**src/shared/rsim_map.svh**
```systemverilog
// constants for the return stack and indirect mapper
// assumes inclusion by bare name from the package and the design
`ifndef RSIM_MAP_SVH
`define RSIM_MAP_SVH
`define RSIM_STK_DEPTH       16
`define RSIM_PC_W            15
`define RSIM_PTR_EMPTY       5'h1f
`define RSIM_PTR_TOP         5'h0f
`define RSIM_OFS_PTR         8'h00
`define RSIM_OFS_TOP_OF_STACK_LOW        8'h01
`define RSIM_OFS_TOP_OF_STACK_HIGH        8'h02
`define RSIM_OFS_STATUS      8'h03
`define RSIM_OFS_CTRL        8'h04
`define RSIM_OFS_FSEL0L      8'h05
`define RSIM_OFS_FSEL0H      8'h06
`define RSIM_OFS_FSEL1L      8'h07
`define RSIM_OFS_FSEL1H      8'h08
`define RSIM_OFS_PC_HIGH_LATCH      8'h09
`define RSIM_BANK_TOP        16'h1fff
`define RSIM_LIN_BASE        16'h2000
`define RSIM_LIN_TOP         16'h2fef
`define RSIM_GPR_BYTES       7'h50
`define RSIM_GPR_OFS         7'h20
`define RSIM_BANK_SIZE       7'h80
`define RSIM_IDP0_ADDR       13'h0000
`define RSIM_IDP1_ADDR       13'h0001
`define RSIM_BIT_OVF         0
`define RSIM_BIT_UNF         1
`define RSIM_BIT_FRE         0
`endif

```
**src/shared/rsim_pkg.sv**
```systemverilog
// types for the return stack and indirect mapper
// assumes the map header is on the include path
`include "rsim_map.svh"
package rsim_pkg;
    // stack operation requested by the sequencer
    typedef enum logic [1:0] {
        RSIM_OP_NONE,
        RSIM_OP_PUSH,
        RSIM_OP_POP
    } rsim_op_type;

    // target region of an indirect access
    typedef enum logic [1:0] {
        RSIM_REG_BANKED,
        RSIM_REG_LINEAR,
        RSIM_REG_FLASH,
        RSIM_REG_NONE
    } rsim_region_type;

    // indirect access request from the sequencer
    typedef struct packed {
        logic        valid;
        logic        write;
        logic        sel;
        logic [7:0]  wdata;
    } rsim_ind_req_type;

    // memory access issued toward data memory or flash
    typedef struct packed {
        logic        data_rd;
        logic        data_wr;
        logic [12:0] data_addr;
        logic [7:0]  data_wdata;
        logic        flash_rd;
        logic [14:0] flash_addr;
    } rsim_mem_req_type;
endpackage : rsim_pkg

```
**src/hw/rsim_core.sv**
```systemverilog
// return stack and indirect-address mapper of the cpu core
// assumes a sequencer that issues one push or pop per cycle, and data
// memory / flash that answer reads within the cycle in which the request stands
// Functional notes
// - sixteen fifteen-bit return entries, own storage
// - push pc on call, computed call, interrupt
// - pop restores pc on returns
// - push and pop leave pc latch alone
// - fault reset off: stack wraps circularly
// - fault flags set regardless of reset enable
// - software reaches entries via pointer and top
// - pointer is five bits wide
// - push increments then writes; pop reads then decrements
// - empty is 0x1f; one push gives 0x00
// - fault reset on: overflow/underflow resets device
// - indirect port access goes to pointer target
// - pointer at indirect port: read zero, no write
// - pointer is sixteen bits from two bytes
// - 0x0000-0x1fff map to absolute addresses
// - linear region walks 80-byte ram blocks
// - unimplemented linear reads return zero
// - common memory excluded from linear region
// - msb set selects flash, low byte returned
// - indirect writes to flash are dropped
// - flash reads take one extra cycle
//
// The placing of the registers and strobed register access were chosen for this implementation.
`timescale 1ns/1ps
`default_nettype none
`include "rsim_map.svh"
module rsim_core #(
    parameter int LIN_BANKS = 51
) (
    input  wire logic                      I_CORE_CLK,
    input  wire logic                      I_RESET,
    input  wire rsim_pkg::rsim_op_type     I_STK_OP,
    input  wire logic [14:0]               I_PC,
    input  wire rsim_pkg::rsim_ind_req_type I_IND_REQ,
    input  wire logic [7:0]                I_DATA_RDATA,
    input  wire logic [13:0]               I_FLASH_RDATA,
    input  wire logic [7:0]                I_REG_ADDR,
    input  wire logic [7:0]                I_REG_WDATA,
    input  wire logic                      I_REG_WR,
    input  wire logic                      I_REG_RD,
    output var  logic [7:0]                O_REG_RDATA,
    output var  logic [14:0]               O_RET_PC,
    output var  logic                      O_RET_VALID,
    output var  logic                      O_FAULT_RESET,
    output var  rsim_pkg::rsim_mem_req_type O_MEM_REQ,
    output var  logic [7:0]                O_IND_RDATA,
    output var  logic                      O_IND_DONE,
    output var  logic                      O_IND_STALL,
    output var  logic [6:0]                O_PC_HIGH_LATCH
);
    // elaboration guard: the linear window never reaches past 51 banks
    if (LIN_BANKS < 1 || LIN_BANKS > 51) begin : g_bad_banks
        $error("LIN_BANKS out of range");
    end

    // storage and pointer
    logic [`RSIM_PC_W-1:0] stack_mem [`RSIM_STK_DEPTH];
    logic [4:0]  stack_pointer_r;
    logic [4:0]  ptr_nxt;
    logic        ovf_flag_r;
    logic        unf_flag_r;
    logic        fault_reset_en_r;
    logic [7:0]  fsel_low_r [2];
    logic [7:0]  fsel_high_r [2];
    logic [6:0]  pc_high_latch_r;
    logic        ind_pend_r;
    logic        ind_flash_r;
    logic        ind_zero_r;
    logic        is_push;
    logic        is_pop;
    logic        ovf_evt;
    logic        unf_evt;
    logic [3:0]  sel_idx;

    assign is_push = (I_STK_OP == rsim_pkg::RSIM_OP_PUSH);
    assign is_pop  = (I_STK_OP == rsim_pkg::RSIM_OP_POP);
    // full means pointer already at top entry
    assign ovf_evt = is_push && (stack_pointer_r == `RSIM_PTR_TOP);
    assign unf_evt = is_pop && (stack_pointer_r == `RSIM_PTR_EMPTY);
    assign sel_idx = stack_pointer_r[3:0];

    // pointer next value; 0x1f+1 wraps to 0x00 naturally
    always_comb begin
        ptr_nxt = stack_pointer_r;
        if (is_push) begin
            ptr_nxt = (stack_pointer_r == `RSIM_PTR_TOP) ? 5'h00 : stack_pointer_r + 5'h01;
        end else if (is_pop) begin
            ptr_nxt = (stack_pointer_r == 5'h00) ? `RSIM_PTR_EMPTY : stack_pointer_r - 5'h01;
        end
    end

    // pointer: sequencer ops win over software writes
    always_ff @(posedge I_CORE_CLK or posedge I_RESET) begin
        if (I_RESET) begin
            stack_pointer_r <= `RSIM_PTR_EMPTY;
        end else if (is_push || is_pop) begin
            stack_pointer_r <= ptr_nxt;
        end else if (I_REG_WR && I_REG_ADDR == `RSIM_OFS_PTR) begin
            stack_pointer_r <= I_REG_WDATA[4:0];
        end
    end

    // entry writes; push stores at the incremented slot
    always_ff @(posedge I_CORE_CLK) begin
        if (is_push) begin
            stack_mem[ptr_nxt[3:0]] <= I_PC;
        end else if (I_REG_WR && I_REG_ADDR == `RSIM_OFS_TOP_OF_STACK_LOW) begin
            stack_mem[sel_idx] <= {stack_mem[sel_idx][14:8], I_REG_WDATA};
        end else if (I_REG_WR && I_REG_ADDR == `RSIM_OFS_TOP_OF_STACK_HIGH) begin
            stack_mem[sel_idx] <= {I_REG_WDATA[6:0], stack_mem[sel_idx][7:0]};
        end
    end

    // pop reads the current slot before the pointer moves
    always_ff @(posedge I_CORE_CLK or posedge I_RESET) begin
        if (I_RESET) begin
            O_RET_PC    <= 15'h0000;
            O_RET_VALID <= 1'b0;
        end else begin
            O_RET_VALID <= is_pop;
            if (is_pop) begin
                O_RET_PC <= stack_mem[sel_idx];
            end
        end
    end

    // fault flags: hardware set wins over software clear
    always_ff @(posedge I_CORE_CLK or posedge I_RESET) begin
        if (I_RESET) begin
            ovf_flag_r <= 1'b0;
            unf_flag_r <= 1'b0;
        end else begin
            if (ovf_evt) begin
                ovf_flag_r <= 1'b1;
            end else if (I_REG_WR && I_REG_ADDR == `RSIM_OFS_STATUS
                         && !I_REG_WDATA[`RSIM_BIT_OVF]) begin
                ovf_flag_r <= 1'b0;
            end
            if (unf_evt) begin
                unf_flag_r <= 1'b1;
            end else if (I_REG_WR && I_REG_ADDR == `RSIM_OFS_STATUS
                         && !I_REG_WDATA[`RSIM_BIT_UNF]) begin
                unf_flag_r <= 1'b0;
            end
        end
    end

    // fault reset request is a one-cycle pulse to the reset logic
    always_ff @(posedge I_CORE_CLK or posedge I_RESET) begin
        if (I_RESET) begin
            O_FAULT_RESET <= 1'b0;
        end else begin
            O_FAULT_RESET <= fault_reset_en_r && (ovf_evt || unf_evt);
        end
    end

    // control register; flags live outside this reset in a real chip
    always_ff @(posedge I_CORE_CLK or posedge I_RESET) begin
        if (I_RESET) begin
            fault_reset_en_r <= 1'b0;
        end else if (I_REG_WR && I_REG_ADDR == `RSIM_OFS_CTRL) begin
            fault_reset_en_r <= I_REG_WDATA[`RSIM_BIT_FRE];
        end
    end

    // pc latch: untouched by stack activity
    always_ff @(posedge I_CORE_CLK or posedge I_RESET) begin
        if (I_RESET) begin
            pc_high_latch_r <= 7'h00;
        end else if (I_REG_WR && I_REG_ADDR == `RSIM_OFS_PC_HIGH_LATCH) begin
            pc_high_latch_r <= I_REG_WDATA[6:0];
        end
    end

    // output copy loads with the latch, so it never lags a write
    always_ff @(posedge I_CORE_CLK or posedge I_RESET) begin
        if (I_RESET) begin
            O_PC_HIGH_LATCH <= 7'h00;
        end else if (I_REG_WR && I_REG_ADDR == `RSIM_OFS_PC_HIGH_LATCH) begin
            O_PC_HIGH_LATCH <= I_REG_WDATA[6:0];
        end
    end

    // file select pointers, two pairs of bytes
    always_ff @(posedge I_CORE_CLK or posedge I_RESET) begin
        if (I_RESET) begin
            fsel_low_r[0]  <= 8'h00;
            fsel_low_r[1]  <= 8'h00;
            fsel_high_r[0] <= 8'h00;
            fsel_high_r[1] <= 8'h00;
        end else if (I_REG_WR) begin
            unique case (I_REG_ADDR)
                `RSIM_OFS_FSEL0L: fsel_low_r[0]  <= I_REG_WDATA;
                `RSIM_OFS_FSEL0H: fsel_high_r[0] <= I_REG_WDATA;
                `RSIM_OFS_FSEL1L: fsel_low_r[1]  <= I_REG_WDATA;
                `RSIM_OFS_FSEL1H: fsel_high_r[1] <= I_REG_WDATA;
                default: ;
            endcase
        end
    end

    // region decode of a 16-bit pointer
    function automatic rsim_pkg::rsim_region_type region_of(input logic [15:0] a);
        logic [15:0] lim;
        lim = 16'(`RSIM_LIN_BASE + LIN_BANKS * `RSIM_GPR_BYTES - 1);
        if (a[15]) begin
            region_of = rsim_pkg::RSIM_REG_FLASH;
        end else if (a <= `RSIM_BANK_TOP) begin
            region_of = rsim_pkg::RSIM_REG_BANKED;
        end else if (a <= `RSIM_LIN_TOP && a <= lim) begin
            region_of = rsim_pkg::RSIM_REG_LINEAR;
        end else begin
            region_of = rsim_pkg::RSIM_REG_NONE;
        end
    endfunction : region_of

    // linear offset to absolute address: bank*128 + 0x20 + offset,
    // skipping the common bytes at the bank tail
    function automatic logic [12:0] lin_to_abs(input logic [15:0] a);
        logic [11:0] off;
        logic [5:0]  bank;
        logic [6:0]  inb;
        off  = a[11:0];
        bank = 6'(off / 12'(`RSIM_GPR_BYTES));
        inb  = 7'(off % 12'(`RSIM_GPR_BYTES));
        lin_to_abs = {bank, 7'h00} + 13'(`RSIM_GPR_OFS + inb);
    endfunction : lin_to_abs

    logic [15:0]                 cur_ptr;
    rsim_pkg::rsim_region_type   cur_reg;
    logic                        self_hit;
    logic [12:0]                 cur_abs;

    // pointer formed from the selected byte pair
    assign cur_ptr  = {fsel_high_r[I_IND_REQ.sel], fsel_low_r[I_IND_REQ.sel]};
    assign cur_reg  = region_of(cur_ptr);
    assign cur_abs  = (cur_reg == rsim_pkg::RSIM_REG_LINEAR) ? lin_to_abs(cur_ptr)
                                                              : cur_ptr[12:0];
    assign self_hit = (cur_reg != rsim_pkg::RSIM_REG_FLASH)
                      && (cur_reg != rsim_pkg::RSIM_REG_NONE)
                      && (cur_abs == `RSIM_IDP0_ADDR || cur_abs == `RSIM_IDP1_ADDR);

    // issue memory access for an indirect port access
    always_ff @(posedge I_CORE_CLK or posedge I_RESET) begin
        if (I_RESET) begin
            O_MEM_REQ   <= '0;
            ind_pend_r  <= 1'b0;
            ind_flash_r <= 1'b0;
            ind_zero_r  <= 1'b0;
        end else begin
            O_MEM_REQ   <= '0;
            ind_pend_r  <= I_IND_REQ.valid && !O_IND_STALL;
            ind_flash_r <= 1'b0;
            ind_zero_r  <= 1'b0;
            if (I_IND_REQ.valid && !O_IND_STALL) begin
                ind_zero_r <= self_hit || cur_reg == rsim_pkg::RSIM_REG_NONE
                              || I_IND_REQ.write;
                if (cur_reg == rsim_pkg::RSIM_REG_FLASH) begin
                    ind_flash_r <= !I_IND_REQ.write;
                    O_MEM_REQ.flash_rd   <= !I_IND_REQ.write;
                    O_MEM_REQ.flash_addr <= cur_ptr[14:0];
                end else if (!self_hit && cur_reg != rsim_pkg::RSIM_REG_NONE) begin
                    O_MEM_REQ.data_addr  <= cur_abs;
                    O_MEM_REQ.data_rd    <= !I_IND_REQ.write;
                    O_MEM_REQ.data_wr    <= I_IND_REQ.write;
                    O_MEM_REQ.data_wdata <= I_IND_REQ.wdata;
                end
            end
        end
    end

    // completion; flash reads hold the sequencer one extra cycle
    always_ff @(posedge I_CORE_CLK or posedge I_RESET) begin
        if (I_RESET) begin
            O_IND_RDATA <= 8'h00;
            O_IND_DONE  <= 1'b0;
            O_IND_STALL <= 1'b0;
        end else begin
            O_IND_DONE  <= 1'b0;
            O_IND_STALL <= 1'b0;
            if (ind_pend_r && ind_flash_r && !O_IND_STALL) begin
                O_IND_STALL <= 1'b1;
                O_IND_RDATA <= I_FLASH_RDATA[7:0];
            end else if (O_IND_STALL) begin
                O_IND_DONE  <= 1'b1;
            end else if (ind_pend_r) begin
                O_IND_DONE  <= 1'b1;
                O_IND_RDATA <= ind_zero_r ? 8'h00 : I_DATA_RDATA;
            end
        end
    end

    // register read port, data one cycle after strobe
    always_ff @(posedge I_CORE_CLK or posedge I_RESET) begin
        if (I_RESET) begin
            O_REG_RDATA <= 8'h00;
        end else if (I_REG_RD) begin
            unique case (I_REG_ADDR)
                `RSIM_OFS_PTR:    O_REG_RDATA <= {3'h0, stack_pointer_r};
                `RSIM_OFS_TOP_OF_STACK_LOW:   O_REG_RDATA <= stack_mem[sel_idx][7:0];
                `RSIM_OFS_TOP_OF_STACK_HIGH:   O_REG_RDATA <= {1'b0, stack_mem[sel_idx][14:8]};
                `RSIM_OFS_STATUS: O_REG_RDATA <= {6'h00, unf_flag_r, ovf_flag_r};
                `RSIM_OFS_CTRL:   O_REG_RDATA <= {7'h00, fault_reset_en_r};
                `RSIM_OFS_FSEL0L: O_REG_RDATA <= fsel_low_r[0];
                `RSIM_OFS_FSEL0H: O_REG_RDATA <= fsel_high_r[0];
                `RSIM_OFS_FSEL1L: O_REG_RDATA <= fsel_low_r[1];
                `RSIM_OFS_FSEL1H: O_REG_RDATA <= fsel_high_r[1];
                `RSIM_OFS_PC_HIGH_LATCH: O_REG_RDATA <= {1'b0, pc_high_latch_r};
                default:          O_REG_RDATA <= 8'h00;
            endcase
        end else begin
            O_REG_RDATA <= 8'h00;
        end
    end
endmodule : rsim_core
`default_nettype wire

```
**config.mk**
```make
export PLATFORM = sky130hd
export DESIGN_NAME = rsim_core
export DESIGN_NICKNAME = d
export VERILOG_FILES = /design/src/shared/rsim_pkg.sv /design/src/hw/rsim_core.sv
export VERILOG_INCLUDE_DIRS = /design/src /design/src/shared
export SDC_FILE = /design/constraint.sdc
export NUM_CORES = 1
export LEC_CHECK = 0
export BUFFER_PORTS_ARGS = -buffer_cell sky130_fd_sc_hd__buf_2
export CAP_MARGIN = 20
export CELL_PAD_IN_SITES_DETAIL_PLACEMENT = 0
export CELL_PAD_IN_SITES_GLOBAL_PLACEMENT = 1
export CORE_ASPECT_RATIO = 1.75
export CORE_MARGIN = 2
export CORE_UTILIZATION = 54
export CTS_CLUSTER_DIAMETER = 80
export DETAILED_ROUTE_END_ITERATION = 8
export GPL_TIMING_DRIVEN = 0
export PLACE_DENSITY = 0.85
export SYNTH_ARGS = -nofsm -noshare
export SYNTH_HDL_FRONTEND = slang
export SYNTH_SLANG_ARGS = --single-unit
```
**constraint.sdc**
```tcl
create_clock -name I_CORE_CLK -period 12.71 [get_ports I_CORE_CLK]
set_input_delay 0.6355 -clock I_CORE_CLK [delete_from_list [all_inputs] [get_ports I_CORE_CLK]]
set_output_delay 0.6355 -clock I_CORE_CLK [all_outputs]
set_load 0.05 [all_outputs]
```
* Word-level counts from Yosys, hierarchy flattened *
Memories as Yosys holds them, arrays and structs flattened.
Cells that the tools add are included.

storage, ports and cells
  register bits after elaboration = 124
  bits in latches = 0
  memory bits (writable) = 240
  bits in read-only memories = 0
  input port bits = 70
  output and inout bits = 81
  word-level logic and storage cells = 150
  memories kept = 1

operators by class
  add/subtract/negate cells = 4
  multiply operators = 0
  div/mod/pow operators = 2
  magnitude comparators = 3
  equality and inequality tests = 21
  shift-type cells = 0
  muxes and demuxes = 50
  bitwise logic cells = 2
  reductions and logical operators = 41

memory list
  name       words  bits a word  read ports  clocked after memory_dff  write ports  RTL line         RTL
  stack_mem  16     15           1           0                         1            rsim_core.sv:61  logic [`RSIM_PC_W-1:0] stack_mem [`RSIM_STK_DEPTH];

operators by type and width
  operator                                                           count
  2-to-1 mux 8 bit                                                   11
  case mux 8 bit (10 select lines)                                   1
  2-to-1 mux 23 bit                                                  2
  2-to-1 mux 39 bit                                                  1
  equality test 8 x 3 -> 1 bit (second input constant)               4
  2-to-1 mux 15 bit                                                  2
  2-to-1 mux 5 bit                                                   6
  2-to-1 mux 1 bit                                                   21
  logical AND 1 bit                                                  17
  equality test 8 x 2 -> 1 bit (second input constant)               2
  equality test 8 x 4 -> 1 bit (second input constant)               2
  less-or-equal comparator 16 x 13 -> 1 bit (second input constant)  1
  less-or-equal comparator 16 x 14 -> 1 bit (second input constant)  1
  2-to-1 mux 16 bit                                                  1
  OR reduction 15 bit                                                1
  adder 13 x 8 -> 13 bit                                             1
  equality test 13 x 1 -> 1 bit (second input constant)              1
  logical NOT 13 bit                                                 1
  2-to-1 mux 13 bit                                                  1
  divider 12 x 7 -> 12 bit (second input constant)                   1
  remainder unit 12 x 7 -> 12 bit (second input constant)            1
  AND reduction 2 bit                                                6
  adder 6 x 7 -> 8 bit (first input constant)                        1
  equality test 8 x 1 -> 1 bit (second input constant)               1
  19 further kinds                                                   36

* Longest topological paths before layout *
  depth in word-level cells = 18
  depth in mapped cells = 20
  mapped depth without buffers = 14

* Least setup slack after synthesis *
OpenSTA, ideal clock, no wires.

  kind = input to register
  start = in I_IND_REQ[8] (netlist bit)
  end = reg O_MEM_REQ[16] (netlist bit)
  library setup time = 144 ps
  data arrival time = 4025 ps
  required time = 12566 ps
  path slack = 8541 ps
  cell stages on the path = 18
  buffers on the path = 5
  path through = buf_6 > buf_8 > mux2_2 > nor3_2 > o21ai_1 > a32oi_1 > or2_1 > buf_2 > mux2_2 > a21oi_1 > ha_1 > buf_1 > nand3_1 > o21a_1 > mux2_2 > nor4b_4 > buf_6 > a211oi_2

on the way
  longest elaborated chain between the ends = 18
  elaborated cells on any way between the ends = 31
  those cells by class = add/sub (2); div (2); order compare (2); eq/ne (5); mux (13); bitwise (1); reduce/logical (6)

ends and longest elaborated chain
  item                                                             RTL line          RTL
  start: declaration                                               rsim_core.sv:38   input wire rsim_pkg::rsim_ind_req_type I_IND_REQ,
  inverter 1 -> 2 bit (implied by the code) *                      rsim_core.sv:239  assign cur_ptr = {fsel_high_r[I_IND_REQ.sel], fsel_low_r[I_IND_REQ.sel]};
  branches (longest 15 deep; another with adder 13 x 8 -> 13 bit)  --
  2-to-1 mux 23 bit *                                              rsim_core.sv:262  if (cur_reg == rsim_pkg::RSIM_REG_FLASH) begin
  2-to-1 mux 39 bit *                                              rsim_core.sv:259  if (I_IND_REQ.valid && !O_IND_STALL) begin
  end: declaration                                                 rsim_core.sv:49   output var rsim_pkg::rsim_mem_req_type O_MEM_REQ,

Every way passes the cells marked *. The select of a mux whose other input is x is not followed.
A chain may end at the register's enable or synchronous reset.

* Worst setup path after layout *
  start = reg stack_pointer_r[0]
  end = mem stack_mem[11][5] (netlist bit) (enable)

on the way
  longest elaborated chain between the ends = 5
  elaborated cells on any way between the ends = 9
  those cells by class = add/sub (2); eq/ne (1); mux (5); reduce/logical (1)

ends and longest elaborated chain
  item                                                                   RTL line          RTL
  start: declaration                                                     rsim_core.sv:62   logic [4:0] stack_pointer_r;
  start signal: assignment                                               rsim_core.sv:99   stack_pointer_r <= `RSIM_PTR_EMPTY;
  start signal: assignment                                               rsim_core.sv:101  stack_pointer_r <= ptr_nxt;
  start signal: assignment                                               rsim_core.sv:103  stack_pointer_r <= I_REG_WDATA[4:0];
  subtractor 5 x 1 -> 5 bit / logical NOT 5 bit (equally long branches)  rsim_core.sv:92   ptr_nxt = (stack_pointer_r == 5'h00) ? `RSIM_PTR_EMPTY : stack_pointer_r - 5'h01;
  2-to-1 mux 5 bit                                                       rsim_core.sv:92
  2-to-1 mux 5 bit                                                       rsim_core.sv:91   end else if (is_pop) begin
  2-to-1 mux 5 bit                                                       rsim_core.sv:89   if (is_push) begin
  2-to-1 mux 4 bit (no line) *                                           --
  end: declaration                                                       rsim_core.sv:61

Every way passes the cells marked *; elsewhere a longest branch is shown, timed or not. The select of a mux whose other input is x is not followed.

==> results.cfg <==
[yosys]
ys_warn_count = 0
synth_seq_area_share_pct = 63.6
synth_cells = 1075
synth_flop_cell = edfxtp_1
ys_ff_latch = 363
synth_edf_count = 240
async_reset_ff_share_pct = 33.9
synth_area_um2 = 16200
synth_area_per_cell_um2 = 15.0
yosysUniqueCellTypes = 81
synth_fp_nets = 1150

[clock_tree]
cts_tree = done
post_cts_buffers = 0
hold_buffers = 1
path_clk_slew_ps = 70
clock_latency_ps = 580
htree_levels = 1
clock-sinks = 363
clk_path_buf_depth = 3
post_cts_resized = 0
cts_buffers = 30
cts_root_buf = clkbuf_16

[sta]
clock_skew_ps = 13.1
final-hold-violation-count = 0
tightest_slew_ps = 1010
drv_slew = 0
relSlewSlack_pct = 33.0
grt_setup_unrepaired = no
min_period_ps = 5050
period_share_pct = 39.7
fin_tns_setup_ps = 0
clock.fmax_mhz = 198
finalSetupViolations = 0

[die]
die_h_um = 233
rows = 83
die_x_um = 135
dieArea_um2 = 31400
ioPinCount = 151
start_util_pct = 55.0
core_um2 = 29400

[layout]
mostFrequentLayoutCell = edfxtp_1
area_growth_pct = 16.0
fill_cells = 2168
nets = 1355
drive_gt1_share_pct = 34.2
final_cell_mix = edfxtp_1 (240), buf_2 (167), dfrtp_1 (118)
final_area_um2 = 18800
antenna_cells = 0

[grt]
grt_max_degree = 103
grt-ovfl-total = 0
track_usage_pct = 29.2
grt_pass1_wl_um = 67400
grt_pass1_vias = 11000
antenna_found_initial = 0

[pwr]
clkPwrFrac_pct = 28.6
comb_power_share_pct = 27.1
power.leakage_uw = 0.00717
p_switching_uw = 1010
seqPwrFrac_pct = 44.3
vdd_drop_max_v = 0.000127
switching_share_pct = 31.9
p_int_uw = 2150
power_density_nw_per_um2 = 168

[route]
drtIter0Drc = 905
ant_nets = 0
first_pass_iters = 5
vias = 10800
wl_per_cell_um = 26.8
drc = 0
detail_route.vias_per_cell = 6.39
wl_um = 45100

[critical_path]
startpoint_type = flip-flop
crit_slowest_cell = nor2_2
required_ps = 12990
critPathBufInv = 6
max_stage_delay_ps = 600
path_cells = clkbuf_1 -> buf_2 -> buf_2 -> clkbuf_1 -> inv_1 -> ha_1 -> nand2_1 -> o21ai_0 -> o21ai_0 -> mux2i_1 -> or2_2 -> nor2_2 -> buf_8
cp-end-kind = flip-flop
cp_max_fo = 10
critPathTopFamily = buffers and inverters
path_class = reg -> reg
critPathArrivalTime_ps = 5330

[placed_design]
place.gp.congestion = 0.928
post-dp-hpwl_um = 32400
port_buffers = 139
place_area_um2 = 17800

[worst_hold_path]
hp-class = in -> reg

[outcome]
status = complete, no violations

[flow_run]
cap_violations = 0
## sequential cells by signal, summed over array words and instances, names as in the netlist
register	cells
stack_mem	240
O_MEM_REQ	39
fsel_high_r	16
fsel_low_r	16
O_RET_PC	15
O_IND_RDATA	8
O_REG_RDATA	8
O_PC_HIGH_LATCH	7
stack_pointer_r	5
O_FAULT_RESET	1
O_IND_DONE	1
O_IND_STALL	1
O_RET_VALID	1
fault_reset_en_r	1
ind_pend_r	1
ind_zero_r	1
ovf_flag_r	1
unf_flag_r	1
## synthesized netlist by cell type, types with 4 or more instances
cell	instances	area [um2]
a211oi_1	6	45.0
mux2_2	75	845
edfxtp_1	240	7210
a21oi_1	34	170
mux2i_1	16	160
nand2b_1	8	50.1
o21ai_0	39	195
inv_1	11	41.3
buf_1	4	15.0
nor2_1	98	368
buf_2	17	85.1
dfstp_2	5	131
nand3_1	20	100
nand2_1	65	244
nor3b_1	5	37.5
nor4_1	6	37.5
nand4_1	10	62.6
a22oi_1	25	188
dfrtp_1	118	2950
nor2b_1	7	43.8
o22ai_1	12	75.1
mux4_2	76	1710
nor3_1	23	115
a31oi_1	8	50.1
a32oi_1	5	43.8
o21ai_1	5	25.0
and2_1	5	31.3
a221oi_1	9	78.8
ha_1	5	62.6
clkbuf_1	34	128
buf_6	4	45.0
## path summary, 6_finish.rpt
check / from / depth (start not counted) / to / slack [ps]
max reg2reg: stack_pointer_r[0] / 13 / stack_mem[11][5] / 7660
max in group asynchronous: I_RESET / 4 / fsel_high_r[15] / 11380
min reg2reg: O_IND_RDATA[5] / 2 / O_IND_RDATA[5] / 480
min in group asynchronous: I_RESET / 3 / O_RET_VALID / 550
min: I_IND_REQ[9] / 2 / O_MEM_REQ[38] / 260
max: stack_pointer_r[0] / 13 / stack_mem[11][5] / 7660
## power groups by stage
stage / clock network (uW) / logic [uW] / registers (uW)
floorplan: 0 / 474 / 1520
global placement: 0 / 810 / 1420
detailed placement: 0 / 846 / 1420
CTS: 914 / 851 / 1400
global route: 957 / 897 / 1400
finish: 903 / 855 / 1400
## worst register-to-register path, cell delays in order (launching register included)
cell and delay, ps:
dfstp_2 540, clkbuf_1 540, buf_2 460, buf_2 440, clkbuf_1 460, inv_1 100
ha_1 320, nand2_1 70, o21ai_0 70, o21ai_0 290, mux2i_1 200, or2_2 420
nor2_2 600, buf_8 250
## layout make-up
| class | instances | area [um2] | share of cell area (%) |
|---|---|---|---|
| Sequential cell | 363 | 10300 | 54.9 |
| Multi-Input combinational cell | 638 | 5570 | 29.7 |
| Timing Repair Buffer | 173 | 1130 | 6.00 |
| Clock buffer | 41 | 815 | 4.34 |
| Tap cell | 382 | 478 | 2.55 |
| Buffer | 63 | 310 | 1.65 |
| Clock inverter | 14 | 125 | 0.667 |
| Inverter | 11 | 46.3 | 0.247 |
## layer usage
| metal | track usage [%] | vias up | routed length [um] |
|---|---|---|---|
| met4 | 18.1 | 0 | 3190 |
| met1 | 32.4 | 5402 | 15000 |
| met2 | 52.8 | 564 | 24100 |
| li1 | - | 4633 | - |
| met3 | 3.66 | 169 | 2870 |
| met5 | 0 | - | 0 |
## through the flow
step / hold WS, ps / total power [uW] / setup WS [ps] / instances / util [%]
3_3_place_gp: 460 / 2230 / 6960 / 1596 / 59.0
5_1_grt: 251 / 3260 / 7370 / 1685 / 63.8
4_1_cts: 238 / 3160 / 7680 / 1682 / 63.8
3_5_place_dp: 465 / 2270 / 7690 / 1626 / 60.5
2_1_floorplan: 455 / 1990 / 8540 / 1075 / -
6_report: 257 / 3160 / 7660 / 1685 / 63.8
## logic make-up after synthesis
logic type | after synthesis | share of synthesized area [%]
DFF | 363 | 63.6
AOI/OAI and AO/OA | 185 | 7.95
buffers and inverters | 74 | 2.17
adders and majority gates | 5 | 0.387
xor gates and xnor gates | 3 | 0.163
and+or+nand+nor | 270 | 8.05
muxes | 175 | 17.6
Note: power is estimated with default switching activity, not from simulation.
